--- config.mk ---
export PLATFORM = sky130hd
export DESIGN_NAME = tal_alert_top
export DESIGN_NICKNAME = d
export VERILOG_FILES = /design/src/hw/tal_pkg.sv /design/src/hw/tal_alert_top.sv /design/src/hw/tal_conv_seq.sv
export VERILOG_INCLUDE_DIRS = /design/src /design/src/hw
export SDC_FILE = /design/constraint.sdc
export NUM_CORES = 1
export LEC_CHECK = 0
export ABC_AREA = 1
export BUFFER_PORTS_ARGS = -buffer_cell sky130_fd_sc_hd__clkbuf_2
export CAP_MARGIN = 15
export CORE_MARGIN = 2
export CORE_UTILIZATION = 62
export CTS_CLUSTER_SIZE = 14
export DETAILED_ROUTE_END_ITERATION = 7
export PLACE_DENSITY = 0.8
export SYNTH_ARGS = -nofsm -noshare
export SYNTH_HDL_FRONTEND = slang
export SYNTH_SLANG_ARGS = --single-unit
--- constraint.sdc ---
create_clock -name ref_clk -period 4.5 [get_ports ref_clk]
set_input_delay 1.35 -clock ref_clk [delete_from_list [all_inputs] [get_ports ref_clk]]
set_output_delay 1.35 -clock ref_clk [all_outputs]
set_load 0.005 [all_outputs]
--- src/hw/tal_params.svh ---
// constants of the temperature alert and alert-response block
`ifndef TAL_PARAMS_SVH
`define TAL_PARAMS_SVH

// --------------------------------------------------------------
// clock and timing
// --------------------------------------------------------------
`define TAL_CLK_HZ          20000000
`define TAL_CONV_TIME_US    31250
`define TAL_TOUT_TIME_US    25000
`define TAL_CNT_W           24

// --------------------------------------------------------------
// smbus addresses
// --------------------------------------------------------------
`define TAL_ARA_ADDR        7'h0c
`define TAL_ADDR_LO         7'h18
`define TAL_ADDR_HI         7'h4e
`define TAL_BITS_BYTE       4'h8

// --------------------------------------------------------------
// register offsets
// --------------------------------------------------------------
`define TAL_OFF_CONFIG      4'h0
`define TAL_OFF_FCM         4'h1
`define TAL_OFF_STATUS      4'h2
`define TAL_OFF_RATE        4'h3
`define TAL_OFF_LHL         4'h4
`define TAL_OFF_RHL         4'h5
`define TAL_OFF_RLL         4'h6
`define TAL_OFF_RCL         4'h7
`define TAL_OFF_LT          4'h8
`define TAL_OFF_RT          4'h9

// --------------------------------------------------------------
// field positions and reset values
// --------------------------------------------------------------
`define TAL_CFG_MASK_BIT    7
`define TAL_FCM_COMP_BIT    0
`define TAL_FCM_ARACFG_BIT  1
`define TAL_ST_BUSY_BIT     7
`define TAL_ST_LHIGH_BIT    6
`define TAL_ST_RHIGH_BIT    4
`define TAL_ST_RLOW_BIT     3
`define TAL_ST_OPEN_BIT     2
`define TAL_ST_RCRIT_BIT    1
`define TAL_ST_ALERT_BITS   8'h5a
`define TAL_RATE_W          3
`define TAL_RST_BYTE        8'h00
`define TAL_RST_HIGH_LIM    8'h7f
`define TAL_RST_LOW_LIM     8'h80

`endif

--- src/hw/tal_pkg.sv ---
// types of the temperature alert and alert-response block
`include "tal_params.svh"

package tal_pkg;

    // smbus slave states
    typedef enum logic [2:0] {
        TAL_SMB_IDLE = 3'b000,
        TAL_SMB_ADDR = 3'b001,
        TAL_SMB_ACK  = 3'b010,
        TAL_SMB_SEND = 3'b011,
        TAL_SMB_NACK = 3'b100
    } tal_smb_t;

    // conversion sequencer state
    typedef struct packed {
        logic                  in_conv;
        logic [`TAL_CNT_W-1:0] cnt;
    } tal_seq_t;

    // alert block state
    typedef struct packed {
        logic                  scl_m;
        logic                  scl_s;
        logic                  scl_d;
        logic                  sda_m;
        logic                  sda_s;
        logic                  sda_d;
        logic                  a0_m;
        logic                  a0_s;
        tal_smb_t              smb;
        logic [7:0]            sh;
        logic [3:0]            bcnt;
        logic                  drive;
        logic [`TAL_CNT_W-1:0] tout;
        logic [7:0]            cfg;
        logic [7:0]            fcm;
        logic [7:0]            rate;
        logic [7:0]            lhl;
        logic [7:0]            rhl;
        logic [7:0]            rll;
        logic [7:0]            rcl;
        logic [7:0]            lt;
        logic [7:0]            rt;
        logic [7:0]            stat;
        logic [7:0]            cmp;
        logic [7:0]            rdata;
        logic                  alert_drv;
    } tal_main_t;

endpackage : tal_pkg

--- src/hw/tal_alert_top.sv ---
// temperature limit alert logic with smbus alert-response slave
//
// Notes on behaviour
// - conversion reads local then remote, 31.25 ms
// - slower rates add idle gap only
// - mask bit zero enables alert output
// - compare readings with limits, set status
// - unmasked alert status bits pull alert low
// - comparator mode releases when condition clears
// - comparator mode bit, cleared at reset
// - interrupt mode status read sets mask
// - status read clears, resets on persisting condition
// - interrupt mode when comparator bit low
// - ara answers own address, then masks
// - check each sent bit on data line
// - alert response address is 0001100
// - answer ara only when config bit low
// - mask and alert config reset zero
// - slave only, never drives clock
// - select pin picks address 18 or 4e
// - bus low past timeout resets slave
// - diode fault alone never alerts
//
// Implementation choices: strobed register access and the register addresses.
`timescale 1ns/10ps
`include "tal_params.svh"

module tal_alert_top #(
    parameter int CONV_CYCLES = `TAL_CONV_TIME_US * (`TAL_CLK_HZ / 1000000),
    parameter int TOUT_CYCLES = `TAL_TOUT_TIME_US * (`TAL_CLK_HZ / 1000000)
) (
    // clock and reset
    input  wire logic       ref_clk,
    input  wire logic       rst_n,
    // register port
    input  wire logic [3:0] reg_addr,
    input  wire logic [7:0] reg_wdata,
    input  wire logic       reg_wr,
    input  wire logic       reg_rd,
    output logic      [7:0] reg_rdata,
    // converter results
    input  wire logic [7:0] local_temp_in,
    input  wire logic [7:0] remote_temp_in,
    input  wire logic       diode_fault_in,
    output logic            conv_busy,
    // pins
    input  wire logic       slave_addr_select_pin,
    input  wire logic       scl_in,
    input  wire logic       sda_in,
    output logic            sda_out,
    output logic            sda_oe_n,
    output logic            alert_out,
    output logic            alert_oe_n
);

    // ----------------------------------------------------------
    // declarations
    // ----------------------------------------------------------
    tal_pkg::tal_main_t r_reg;
    tal_pkg::tal_main_t r_next;
    logic               local_done;
    logic               remote_done;
    logic               scl_rise;
    logic               scl_fall;
    logic               start_cond;
    logic               stop_cond;
    logic [6:0]         own_addr;
    logic [7:0]         own_byte;
    logic               comp_mode;
    logic               ara_ok;
    logic               alert_on;

    // signed greater-than used for all high and critical limits
    function automatic logic tal_gt(input logic [7:0] a, input logic [7:0] b);
        tal_gt = ($signed(a) > $signed(b));
    endfunction : tal_gt

    // ----------------------------------------------------------
    // conversion sequencer
    // ----------------------------------------------------------
    tal_conv_seq #(
        .CONV_CYCLES (CONV_CYCLES)
    ) u_seq (
        .ref_clk     (ref_clk),
        .rst_n       (rst_n),
        .rate_code   (r_reg.rate[`TAL_RATE_W-1:0]),
        .local_done  (local_done),
        .remote_done (remote_done),
        .busy        (conv_busy)
    );

    // ----------------------------------------------------------
    // line events and decoded modes
    // ----------------------------------------------------------
    assign scl_rise   = r_reg.scl_s && !r_reg.scl_d;
    assign scl_fall   = !r_reg.scl_s && r_reg.scl_d;
    assign start_cond = r_reg.scl_s && r_reg.scl_d && r_reg.sda_d && !r_reg.sda_s;
    assign stop_cond  = r_reg.scl_s && r_reg.scl_d && !r_reg.sda_d && r_reg.sda_s;
    assign own_addr   = r_reg.a0_s ? `TAL_ADDR_HI : `TAL_ADDR_LO;
    assign own_byte   = {own_addr, 1'b0};
    assign comp_mode  = r_reg.fcm[`TAL_FCM_COMP_BIT];
    assign ara_ok     = !r_reg.fcm[`TAL_FCM_ARACFG_BIT] && r_reg.alert_drv;

    always_comb
    begin
        if (r_reg.cfg[`TAL_CFG_MASK_BIT])
            alert_on = 1'b0;  // masked
        else if (comp_mode)
            alert_on = |(r_reg.cmp & `TAL_ST_ALERT_BITS);
        else
            alert_on = |(r_reg.stat & `TAL_ST_ALERT_BITS);
    end

    // ----------------------------------------------------------
    // next state
    // ----------------------------------------------------------
    always_comb
    begin
        r_next = r_reg;

        // two-flop synchronisers for pins
        r_next.scl_m = scl_in;
        r_next.scl_s = r_reg.scl_m;
        r_next.scl_d = r_reg.scl_s;
        r_next.sda_m = sda_in;
        r_next.sda_s = r_reg.sda_m;
        r_next.sda_d = r_reg.sda_s;
        r_next.a0_m  = slave_addr_select_pin;
        r_next.a0_s  = r_reg.a0_m;

        // register writes
        r_next.rdata = `TAL_RST_BYTE;
        if (reg_wr)
        begin
            case (reg_addr)
                `TAL_OFF_CONFIG: r_next.cfg  = reg_wdata;
                `TAL_OFF_FCM:    r_next.fcm  = reg_wdata;
                `TAL_OFF_RATE:   r_next.rate = reg_wdata;
                `TAL_OFF_LHL:    r_next.lhl  = reg_wdata;
                `TAL_OFF_RHL:    r_next.rhl  = reg_wdata;
                `TAL_OFF_RLL:    r_next.rll  = reg_wdata;
                `TAL_OFF_RCL:    r_next.rcl  = reg_wdata;
                default:         r_next.cfg  = r_reg.cfg;
            endcase
        end

        // register reads, data shown one cycle later
        if (reg_rd)
        begin
            case (reg_addr)
                `TAL_OFF_CONFIG: r_next.rdata = r_reg.cfg;
                `TAL_OFF_FCM:    r_next.rdata = r_reg.fcm;
                `TAL_OFF_STATUS:
                begin
                    r_next.rdata = r_reg.stat;
                    r_next.rdata[`TAL_ST_BUSY_BIT] = conv_busy;
                end
                `TAL_OFF_RATE:   r_next.rdata = r_reg.rate;
                `TAL_OFF_LHL:    r_next.rdata = r_reg.lhl;
                `TAL_OFF_RHL:    r_next.rdata = r_reg.rhl;
                `TAL_OFF_RLL:    r_next.rdata = r_reg.rll;
                `TAL_OFF_RCL:    r_next.rdata = r_reg.rcl;
                `TAL_OFF_LT:     r_next.rdata = r_reg.lt;
                `TAL_OFF_RT:     r_next.rdata = r_reg.rt;
                default:         r_next.rdata = `TAL_RST_BYTE;
            endcase
            if (reg_addr == `TAL_OFF_STATUS)
            begin
                r_next.stat = `TAL_RST_BYTE;
                if (!comp_mode && (|(r_reg.stat & `TAL_ST_ALERT_BITS)))
                    r_next.cfg[`TAL_CFG_MASK_BIT] = 1'b1;
            end
        end

        if (local_done)
        begin
            r_next.lt = local_temp_in;
            r_next.cmp[`TAL_ST_LHIGH_BIT] = tal_gt(local_temp_in, r_reg.lhl);
            if (tal_gt(local_temp_in, r_reg.lhl))
                r_next.stat[`TAL_ST_LHIGH_BIT] = 1'b1;
        end

        if (remote_done)
        begin
            r_next.rt = remote_temp_in;
            r_next.cmp[`TAL_ST_RHIGH_BIT] = tal_gt(remote_temp_in, r_reg.rhl);
            r_next.cmp[`TAL_ST_RLOW_BIT]  = tal_gt(r_reg.rll, remote_temp_in);
            r_next.cmp[`TAL_ST_RCRIT_BIT] = tal_gt(remote_temp_in, r_reg.rcl);
            // set wins over a same-cycle read clear
            r_next.stat = r_next.stat | (r_next.cmp & `TAL_ST_ALERT_BITS);
            if (diode_fault_in)
                r_next.stat[`TAL_ST_OPEN_BIT] = 1'b1;
        end

        if (r_reg.scl_s && r_reg.sda_s)
            r_next.tout = '0;
        else if (r_reg.tout != `TAL_CNT_W'(TOUT_CYCLES))
            r_next.tout = r_reg.tout + 1'b1;

        // smbus slave, alert response only
        case (r_reg.smb)
            tal_pkg::TAL_SMB_IDLE:
            begin
                r_next.drive = 1'b0;
            end
            tal_pkg::TAL_SMB_ADDR:
            begin
                if (scl_rise)
                begin
                    r_next.sh   = {r_reg.sh[6:0], r_reg.sda_s};
                    r_next.bcnt = r_reg.bcnt + 1'b1;
                end
                else if (scl_fall && (r_reg.bcnt == `TAL_BITS_BYTE))
                begin
                    if ((r_reg.sh == {`TAL_ARA_ADDR, 1'b1}) && ara_ok)
                    begin
                        r_next.smb   = tal_pkg::TAL_SMB_ACK;
                        r_next.drive = 1'b1;
                    end
                    else
                    begin
                        r_next.smb = tal_pkg::TAL_SMB_IDLE;
                    end
                end
            end
            tal_pkg::TAL_SMB_ACK:
            begin
                if (scl_fall)
                begin
                    r_next.smb   = tal_pkg::TAL_SMB_SEND;
                    r_next.bcnt  = '0;
                    r_next.sh    = own_byte;
                    r_next.drive = !own_byte[7];
                end
            end
            tal_pkg::TAL_SMB_SEND:
            begin
                if (scl_rise)
                begin
                    if (r_reg.sda_s != r_reg.sh[7])
                    begin
                        r_next.smb   = tal_pkg::TAL_SMB_IDLE;
                        r_next.drive = 1'b0;
                    end
                    else
                    begin
                        r_next.bcnt = r_reg.bcnt + 1'b1;
                    end
                end
                else if (scl_fall)
                begin
                    if (r_reg.bcnt == `TAL_BITS_BYTE)
                    begin
                        // whole address sent, mask and release
                        r_next.smb   = tal_pkg::TAL_SMB_NACK;
                        r_next.drive = 1'b0;
                        r_next.cfg[`TAL_CFG_MASK_BIT] = 1'b1;
                    end
                    else
                    begin
                        r_next.sh    = {r_reg.sh[6:0], 1'b0};
                        r_next.drive = !r_reg.sh[6];
                    end
                end
            end
            tal_pkg::TAL_SMB_NACK:
            begin
                r_next.drive = 1'b0;  // master nack, then stop
            end
            default:
            begin
                r_next.smb   = tal_pkg::TAL_SMB_IDLE;
                r_next.drive = 1'b0;
            end
        endcase

        // start and stop override any state
        if (start_cond)
        begin
            r_next.smb   = tal_pkg::TAL_SMB_ADDR;
            r_next.bcnt  = '0;
            r_next.drive = 1'b0;
        end
        else if (stop_cond)
        begin
            r_next.smb   = tal_pkg::TAL_SMB_IDLE;
            r_next.drive = 1'b0;
        end

        if (r_reg.tout == `TAL_CNT_W'(TOUT_CYCLES))
        begin
            r_next.smb   = tal_pkg::TAL_SMB_IDLE;
            r_next.drive = 1'b0;
        end

        r_next.alert_drv = alert_on && !r_next.cfg[`TAL_CFG_MASK_BIT];
    end

    // ----------------------------------------------------------
    // state register
    // ----------------------------------------------------------
    always_ff @(posedge ref_clk or negedge rst_n)
    begin
        if (!rst_n)
        begin
            r_reg       <= '0;
            r_reg.scl_m <= 1'b1;
            r_reg.scl_s <= 1'b1;
            r_reg.scl_d <= 1'b1;
            r_reg.sda_m <= 1'b1;
            r_reg.sda_s <= 1'b1;
            r_reg.sda_d <= 1'b1;
            r_reg.smb   <= tal_pkg::TAL_SMB_IDLE;
            r_reg.cfg   <= `TAL_RST_BYTE;
            r_reg.fcm   <= `TAL_RST_BYTE;
            r_reg.lhl   <= `TAL_RST_HIGH_LIM;
            r_reg.rhl   <= `TAL_RST_HIGH_LIM;
            r_reg.rcl   <= `TAL_RST_HIGH_LIM;
            r_reg.rll   <= `TAL_RST_LOW_LIM;
        end
        else
        begin
            r_reg <= r_next;
        end
    end

    // ----------------------------------------------------------
    // outputs
    // ----------------------------------------------------------
    // data line only, no clock drive
    assign sda_out    = 1'b0;
    assign sda_oe_n   = !r_reg.drive;
    assign alert_out  = 1'b0;
    assign alert_oe_n = !r_reg.alert_drv;
    assign reg_rdata  = r_reg.rdata;

endmodule : tal_alert_top

--- src/hw/tal_conv_seq.sv ---
// conversion sequencer: local then remote reading, then idle gap
`timescale 1ns/10ps
`include "tal_params.svh"

module tal_conv_seq #(
    parameter int CONV_CYCLES = `TAL_CONV_TIME_US * (`TAL_CLK_HZ / 1000000)
) (
    // clock and reset
    input  wire logic                  ref_clk,
    input  wire logic                  rst_n,
    // rate selection
    input  wire logic [`TAL_RATE_W-1:0] rate_code,
    // conversion events
    output logic                       local_done,
    output logic                       remote_done,
    output logic                       busy
);

    tal_pkg::tal_seq_t      s_reg;
    tal_pkg::tal_seq_t      s_next;
    logic [`TAL_CNT_W-1:0]  conv_last;
    logic [`TAL_CNT_W-1:0]  half_last;
    logic [`TAL_CNT_W-1:0]  idle_len;

    // fixed length, idle gap of rate-code conversion periods
    assign conv_last = `TAL_CNT_W'(CONV_CYCLES - 1);
    assign half_last = `TAL_CNT_W'(CONV_CYCLES / 2 - 1);
    assign idle_len  = `TAL_CNT_W'(rate_code) * `TAL_CNT_W'(CONV_CYCLES);

    assign local_done  = s_reg.in_conv && (s_reg.cnt == half_last);
    assign remote_done = s_reg.in_conv && (s_reg.cnt == conv_last);
    assign busy        = s_reg.in_conv;

    // next state
    always_comb
    begin
        s_next = s_reg;
        if (s_reg.in_conv)
        begin
            if (s_reg.cnt == conv_last)
            begin
                s_next.cnt     = '0;
                s_next.in_conv = (idle_len == '0);
            end
            else
            begin
                s_next.cnt = s_reg.cnt + 1'b1;
            end
        end
        else if ((s_reg.cnt + 1'b1) >= idle_len)
        begin
            s_next.cnt     = '0;
            s_next.in_conv = 1'b1;
        end
        else
        begin
            s_next.cnt = s_reg.cnt + 1'b1;
        end
    end

    // state register
    always_ff @(posedge ref_clk or negedge rst_n)
    begin
        if (!rst_n)
        begin
            s_reg.in_conv <= 1'b1;
            s_reg.cnt     <= '0;
        end
        else
        begin
            s_reg <= s_next;
        end
    end

endmodule : tal_conv_seq

Yosys cells after proc, flatten, opt, wreduce, memory -nomap -nowiden
Cells that the tools add are included.

storage, ports and cells
  bits in registers = 166
  latch bits = 0
  memory bits (writable) = 0
  bits in read-only memories = 0
  bits of input ports = 36
  output and inout bits = 13
  word-level logic and storage cells = 187
  memories = 0

cells by class
  add/sub/neg operators = 3
  multiply operators = 1
  div/mod/pow operators = 0
  magnitude comparators = 5
  equal/unequal tests = 37
  shifts and indexed selects = 0
  multiplexer cells = 64
  bitwise operators = 1
  reduce and logical (&&, ||, !) cells = 46

operators with widths
  cell                                                                   count
  8-bit 2-to-1 mux                                                       13
  24-bit 2-to-1 mux                                                      4
  8-bit case mux with 10 select lines                                    1
  56-bit 2-to-1 mux                                                      1
  24-bit by 1-bit adder with 24-bit output (second input constant)       2
  24-bit by 19-bit == test with 1-bit output (second input constant)     2
  12-bit case mux with 3 select lines                                    1
  8-bit > comparator                                                     4
  1-bit 2-to-1 mux                                                       25
  25-bit 2-to-1 mux                                                      1
  24-bit by 20-bit == test with 1-bit output (second input constant)     1
  24-bit by 23-bit >= comparator with 1-bit output                       1
  24-bit zero test                                                       1
  3-bit 2-to-1 mux                                                       8
  24-bit by 19-bit != test with 1-bit output (second input constant)     1
  3-bit by 17-bit multiplier with 20-bit output (second input constant)  1
  5-bit != test (second input constant)                                  4
  6-bit != test (second input constant)                                  3
  4-bit by 3-bit == test with 1-bit output (second input constant)       4
  16-bit 2-to-1 mux                                                      1
  1-bit logical AND                                                      15
  2-bit AND reduction                                                    7
  4-bit == test (second input constant)                                  3
  12-bit 2-to-1 mux                                                      1
  other kinds (29)                                                       52

Depth between registers and ports, before layout
  depth in word-level cells = 12
  depth in mapped cells = 24
  mapped depth without buffers = 24

Hierarchy
A second synthesis with hierarchy kept.

unflattened totals
  cell total of the unflattened synthesis = 1,332
  area total of the unflattened synthesis = 10,124.7 um^2

by module, submodules not included
  module         times used  cells an instance  area each (um^2)
  tal_alert_top  1           960                7,539.7
  tal_conv_seq   1           372                2,585.0

Worst setup path after synthesis
OpenSTA, ideal clock, no wires.

  path kind = register to register
  from = register r_reg[73] (netlist name)
  to = register u_seq.s_reg[10] (netlist name)
  library setup time = 142 ps
  data arrival time = 3,099 ps
  required time = 4,358 ps
  path slack = 1,259 ps
  stages on the path, launching flop included = 21
  buffers on the path = 1
  path through = dfrtp_1 -> inv_1 -> ha_1 -> ha_1 -> inv_1 -> fa_1 -> inv_1 -> nand3_1 -> a21oi_1 -> nand3_1 -> nand2_1 -> inv_1 -> ha_1 -> nand2_1 -> nor2_1 -> nand4_1 -> nor3_1 -> nand3_2 -> nand3_4 -> buf_6 -> a21oi_2

RTL lines
  element                 line                  source
  from (decl)             tal_alert_top.sv:59   tal_pkg::tal_main_t r_reg;
  from (signal assigned)  tal_alert_top.sv:323  r_reg <= r_next;
  to (signal assigned)    tal_conv_seq.sv:71    s_reg <= s_next;
  to (decl)               tal_conv_seq.sv:19    tal_pkg::tal_seq_t s_reg;

==> results.yml <==
floorplanning:
  rows: 46
  dieArea_mm2: 0.0172
  coreArea_mm2: 0.0158
  initial_core_util_pct: 63.2
  die_h_um: 131
  die_w_um: 131
  pin_count: 49
logic_synthesis:
  yosysWarnings: 0
  synth_seq_cells: 163
  syn-cell-area_mm2: 0.0100
  synth_most_common_cell: "nand2_1"
  yosysSeqAreaShare_pct: 41.2
  synthFlopType: "dfrtp_1"
  synth_edf_count: 0
  synthTopCellsByCount: "nand2_1 (310), inv_1 (208), dfrtp_1 (134), o21ai_0 (111)"
  async_flop_share_pct: 100
  ys_top_cells_by_area: "dfrtp_1 (34%), nand2_1 (12%), ha_1 (8.9%), inv_1 (7.8%), dfstp_2 (7.6%)"
  synthCells: 1284
  synth_top_cell_by_area: "dfrtp_1"
  avgSynthCellArea_um2: 7.79
  yosys.area.top_type_share_pct: 33.5
  yosysUniqueCellTypes: 55
cells_and_area:
  num-fill-cells: 1280
  nNetsFinal: 1430
  largest_reg_flops: 124
  final_layout_size_suffix_gt1_share_pct: 12.0
  synthToLayoutAreaGrowth_pct: 9.86
routing:
  drt_iter0_drc: 794
  drt_first_pass_iters: 6
  wl_mm: 25.4
  wl_per_cell_um: 16.4
  vias: 8874
  via_per_inst: 5.72
  antenna_left: 0
  drc: 0
timing:
  final.min_clock_period_ns: 3.82
  rsz0062_at_grt: "false"
  tns_ns: 0
  fmax_ghz: 0.262
  fin_ws_ns: 0.683
  whs_ns: 0.357
  slew_viol_final: 0
  worst_pin_slew_ns: 0.967
  setup_viol: 0
  slew_headroom_pct: 35.3
  period_share_pct: 84.8
  hold_viol_final: 0
  skew_ns: 0.0127
power_and_ir_drop:
  ir_drop_v: 0.000300
  static-leakage-power_nw: 5.59
  power.density_mw_per_mm2: 410
  p_int_w: 0.00301
  share_comb_of_total_power_pct: 24.6
  switching_share_pct: 33.3
  p_clk_share_pct: 33.5
  seqPwrFrac_pct: 42.0
  p_switching_w: 0.00150
clock_tree:
  cts_tree: "done"
  clock_latency_ns: 0.43
  cts_setup_buffers: 0
  h-tree-depth: 4
  numCtsBuffers: 17
  cts_hold_buf: 0
  ctsResizeCount: 0
  numClockSinks: 163
  cts_root_buffer: "clkbuf_16"
  cts_buffer_depth: 2
  clk_pin_slew_worst_paths_ns: 0.06
worst_setup_path:
  crit_type: "flop to flop"
  cp_max_fo: 23
  worst-endpoint-required_ns: 4.79
  worstPathCellList: "inv_1 -> ha_1 -> ha_1 -> inv_1 -> fa_1 -> inv_1 -> nand3_1 -> a21oi_1 -> nand3_1 -> nand2_1 -> inv_1 -> ha_1 -> nand2_1 -> nor2_1 -> nand4_1 -> nor3_1 -> nand3_2 -> nand3_4 -> a21oi_1"
  slowest_stage: "dfrtp_1"
  critPathMaxStageDelay_ns: 0.53
  crit_top_cell: "inv_1"
  end_kind: "flop"
  startpoint_type: "flop"
  arrival_ns: 4.10
grt:
  grt_max_degree: 68
  gr-usage-all-layers_pct: 31.0
  grt_pass1_vias: 8282
  overflow: 0
  grt_pass1_wl_mm: 41.0
  antenna_found_initial: 1
placement:
  place_congestion: 0.952
  dp_hpwl_mm: 18.6
  port_buffers: 46
  place_ws_ns: 0.766
flow_run:
  max-cap-violations: 0
outcome:
  outcome: "finished clean"
min_path:
  hp-class: "flop to flop"
layer usage:
layer	vias up	global-route usage (%)	part of all wire, %
met5	-	0	0
met4	0	10.3	2.6
met3	50	7.21	7.4
met2	348	48.3	46
met1	4195	42.9	44
li1	4281	-	-
cell families after synthesis:
group	share of synthesized area, %
XOR/XNOR	1.84
buffers and inverters	9.75
adder cells (fa/ha/maj)	9.08
flip-flops	41.2
other	0.0375
AO/OA/AOI/OAI	13.0
AND/OR/NAND/NOR	25.0
multiplexers	0.113
power groups by stage:
| stage | sequential (W) | combinational, W | clock [W] |
|---|---|---|---|
| floorplan | 0.00186 | 0.000799 | 0 |
| global placement | 0.00190 | 0.00105 | 0 |
| detailed placement | 0.00191 | 0.00108 | 0 |
| CTS | 0.00189 | 0.00110 | 0.00152 |
| global route | 0.00192 | 0.00127 | 0.00158 |
| finish | 0.00189 | 0.00111 | 0.00151 |
cell usage in the layout (no fill, tap or decap), types with 3 or more instances in the layout:
cell type,netlist,final
nand2_1,310,310
inv_1,208,208
dfrtp_1,134,134
o21ai_0,111,111
nand3_1,77,77
nor2_1,77,77
ha_1,71,71
a21oi_1,50,50
clkbuf_2,0,45
nand4_1,37,37
dfstp_2,29,29
a21oi_2,20,20
xor2_1,17,17
clkbuf_16,0,17
nor3_1,15,15
nor4_1,13,13
o22ai_1,7,7
a31oi_1,7,7
nor2_2,5,5
nand2_2,5,5
o31ai_1,5,5
inv_6,0,5
or2_2,4,4
o2111ai_1,4,4
a221oi_1,4,4
xnor2_1,4,4
o211ai_1,3,3
a211oi_1,3,3
nand3b_1,3,3
bufinv_16,0,3
clkinv_4,0,3
buf_4,11,3
final cells by class:
class / count / area [um^2] / share of cell area [%]
clock inverter: 13 / 173 / 1.57
multi-input combinational: 879 / 4910 / 44.7
sequential: 163 / 4120 / 37.5
tap: 216 / 270 / 2.46
inverter: 211 / 793 / 7.22
antenna: 1 / 2.50 / 0.0228
timing repair buffer: 50 / 279 / 2.54
clock buffer: 18 / 439 / 4.00
path summary, 6_finish.rpt:
kind / cells past startpoint / slack, ns / endpoint / start
max: 19 / 0.68 / u_seq.s_reg[0] / r_reg[73]
min: 0 / 0.36 / r_next[142] / r_next[143]
max reg2reg: 19 / 0.68 / u_seq.s_reg[0] / r_reg[73]
min reg2reg: 0 / 0.36 / r_next[142] / r_next[143]
max in group asynchronous: 2 / 2.67 / r_reg[57] / rst_n
min in group asynchronous: 1 / 0.89 / u_seq.s_reg[22] / rst_n
per-stage QoR:
step,utilization [%],area (um^2),cells,total power [W]
floorplan,-,10000,1285,0.00265
global placement,65.5,10400,1519,0.00295
detailed placement,65.5,10400,1519,0.00299
CTS,69.4,11000,1550,0.00451
global route,69.4,11000,1551,0.00477
finish,69.4,11000,1551,0.00451
worst max-delay path: cells and delay by family (launching register included):
family	cells	cell delay, ns
fa+ha+maj	4	1.18
simple gates	9	1.23
buf+inv	4	0.42
compound gates	2	0.29
flops	1	0.53
No activity file was read; power rests on OpenSTA's default activity.
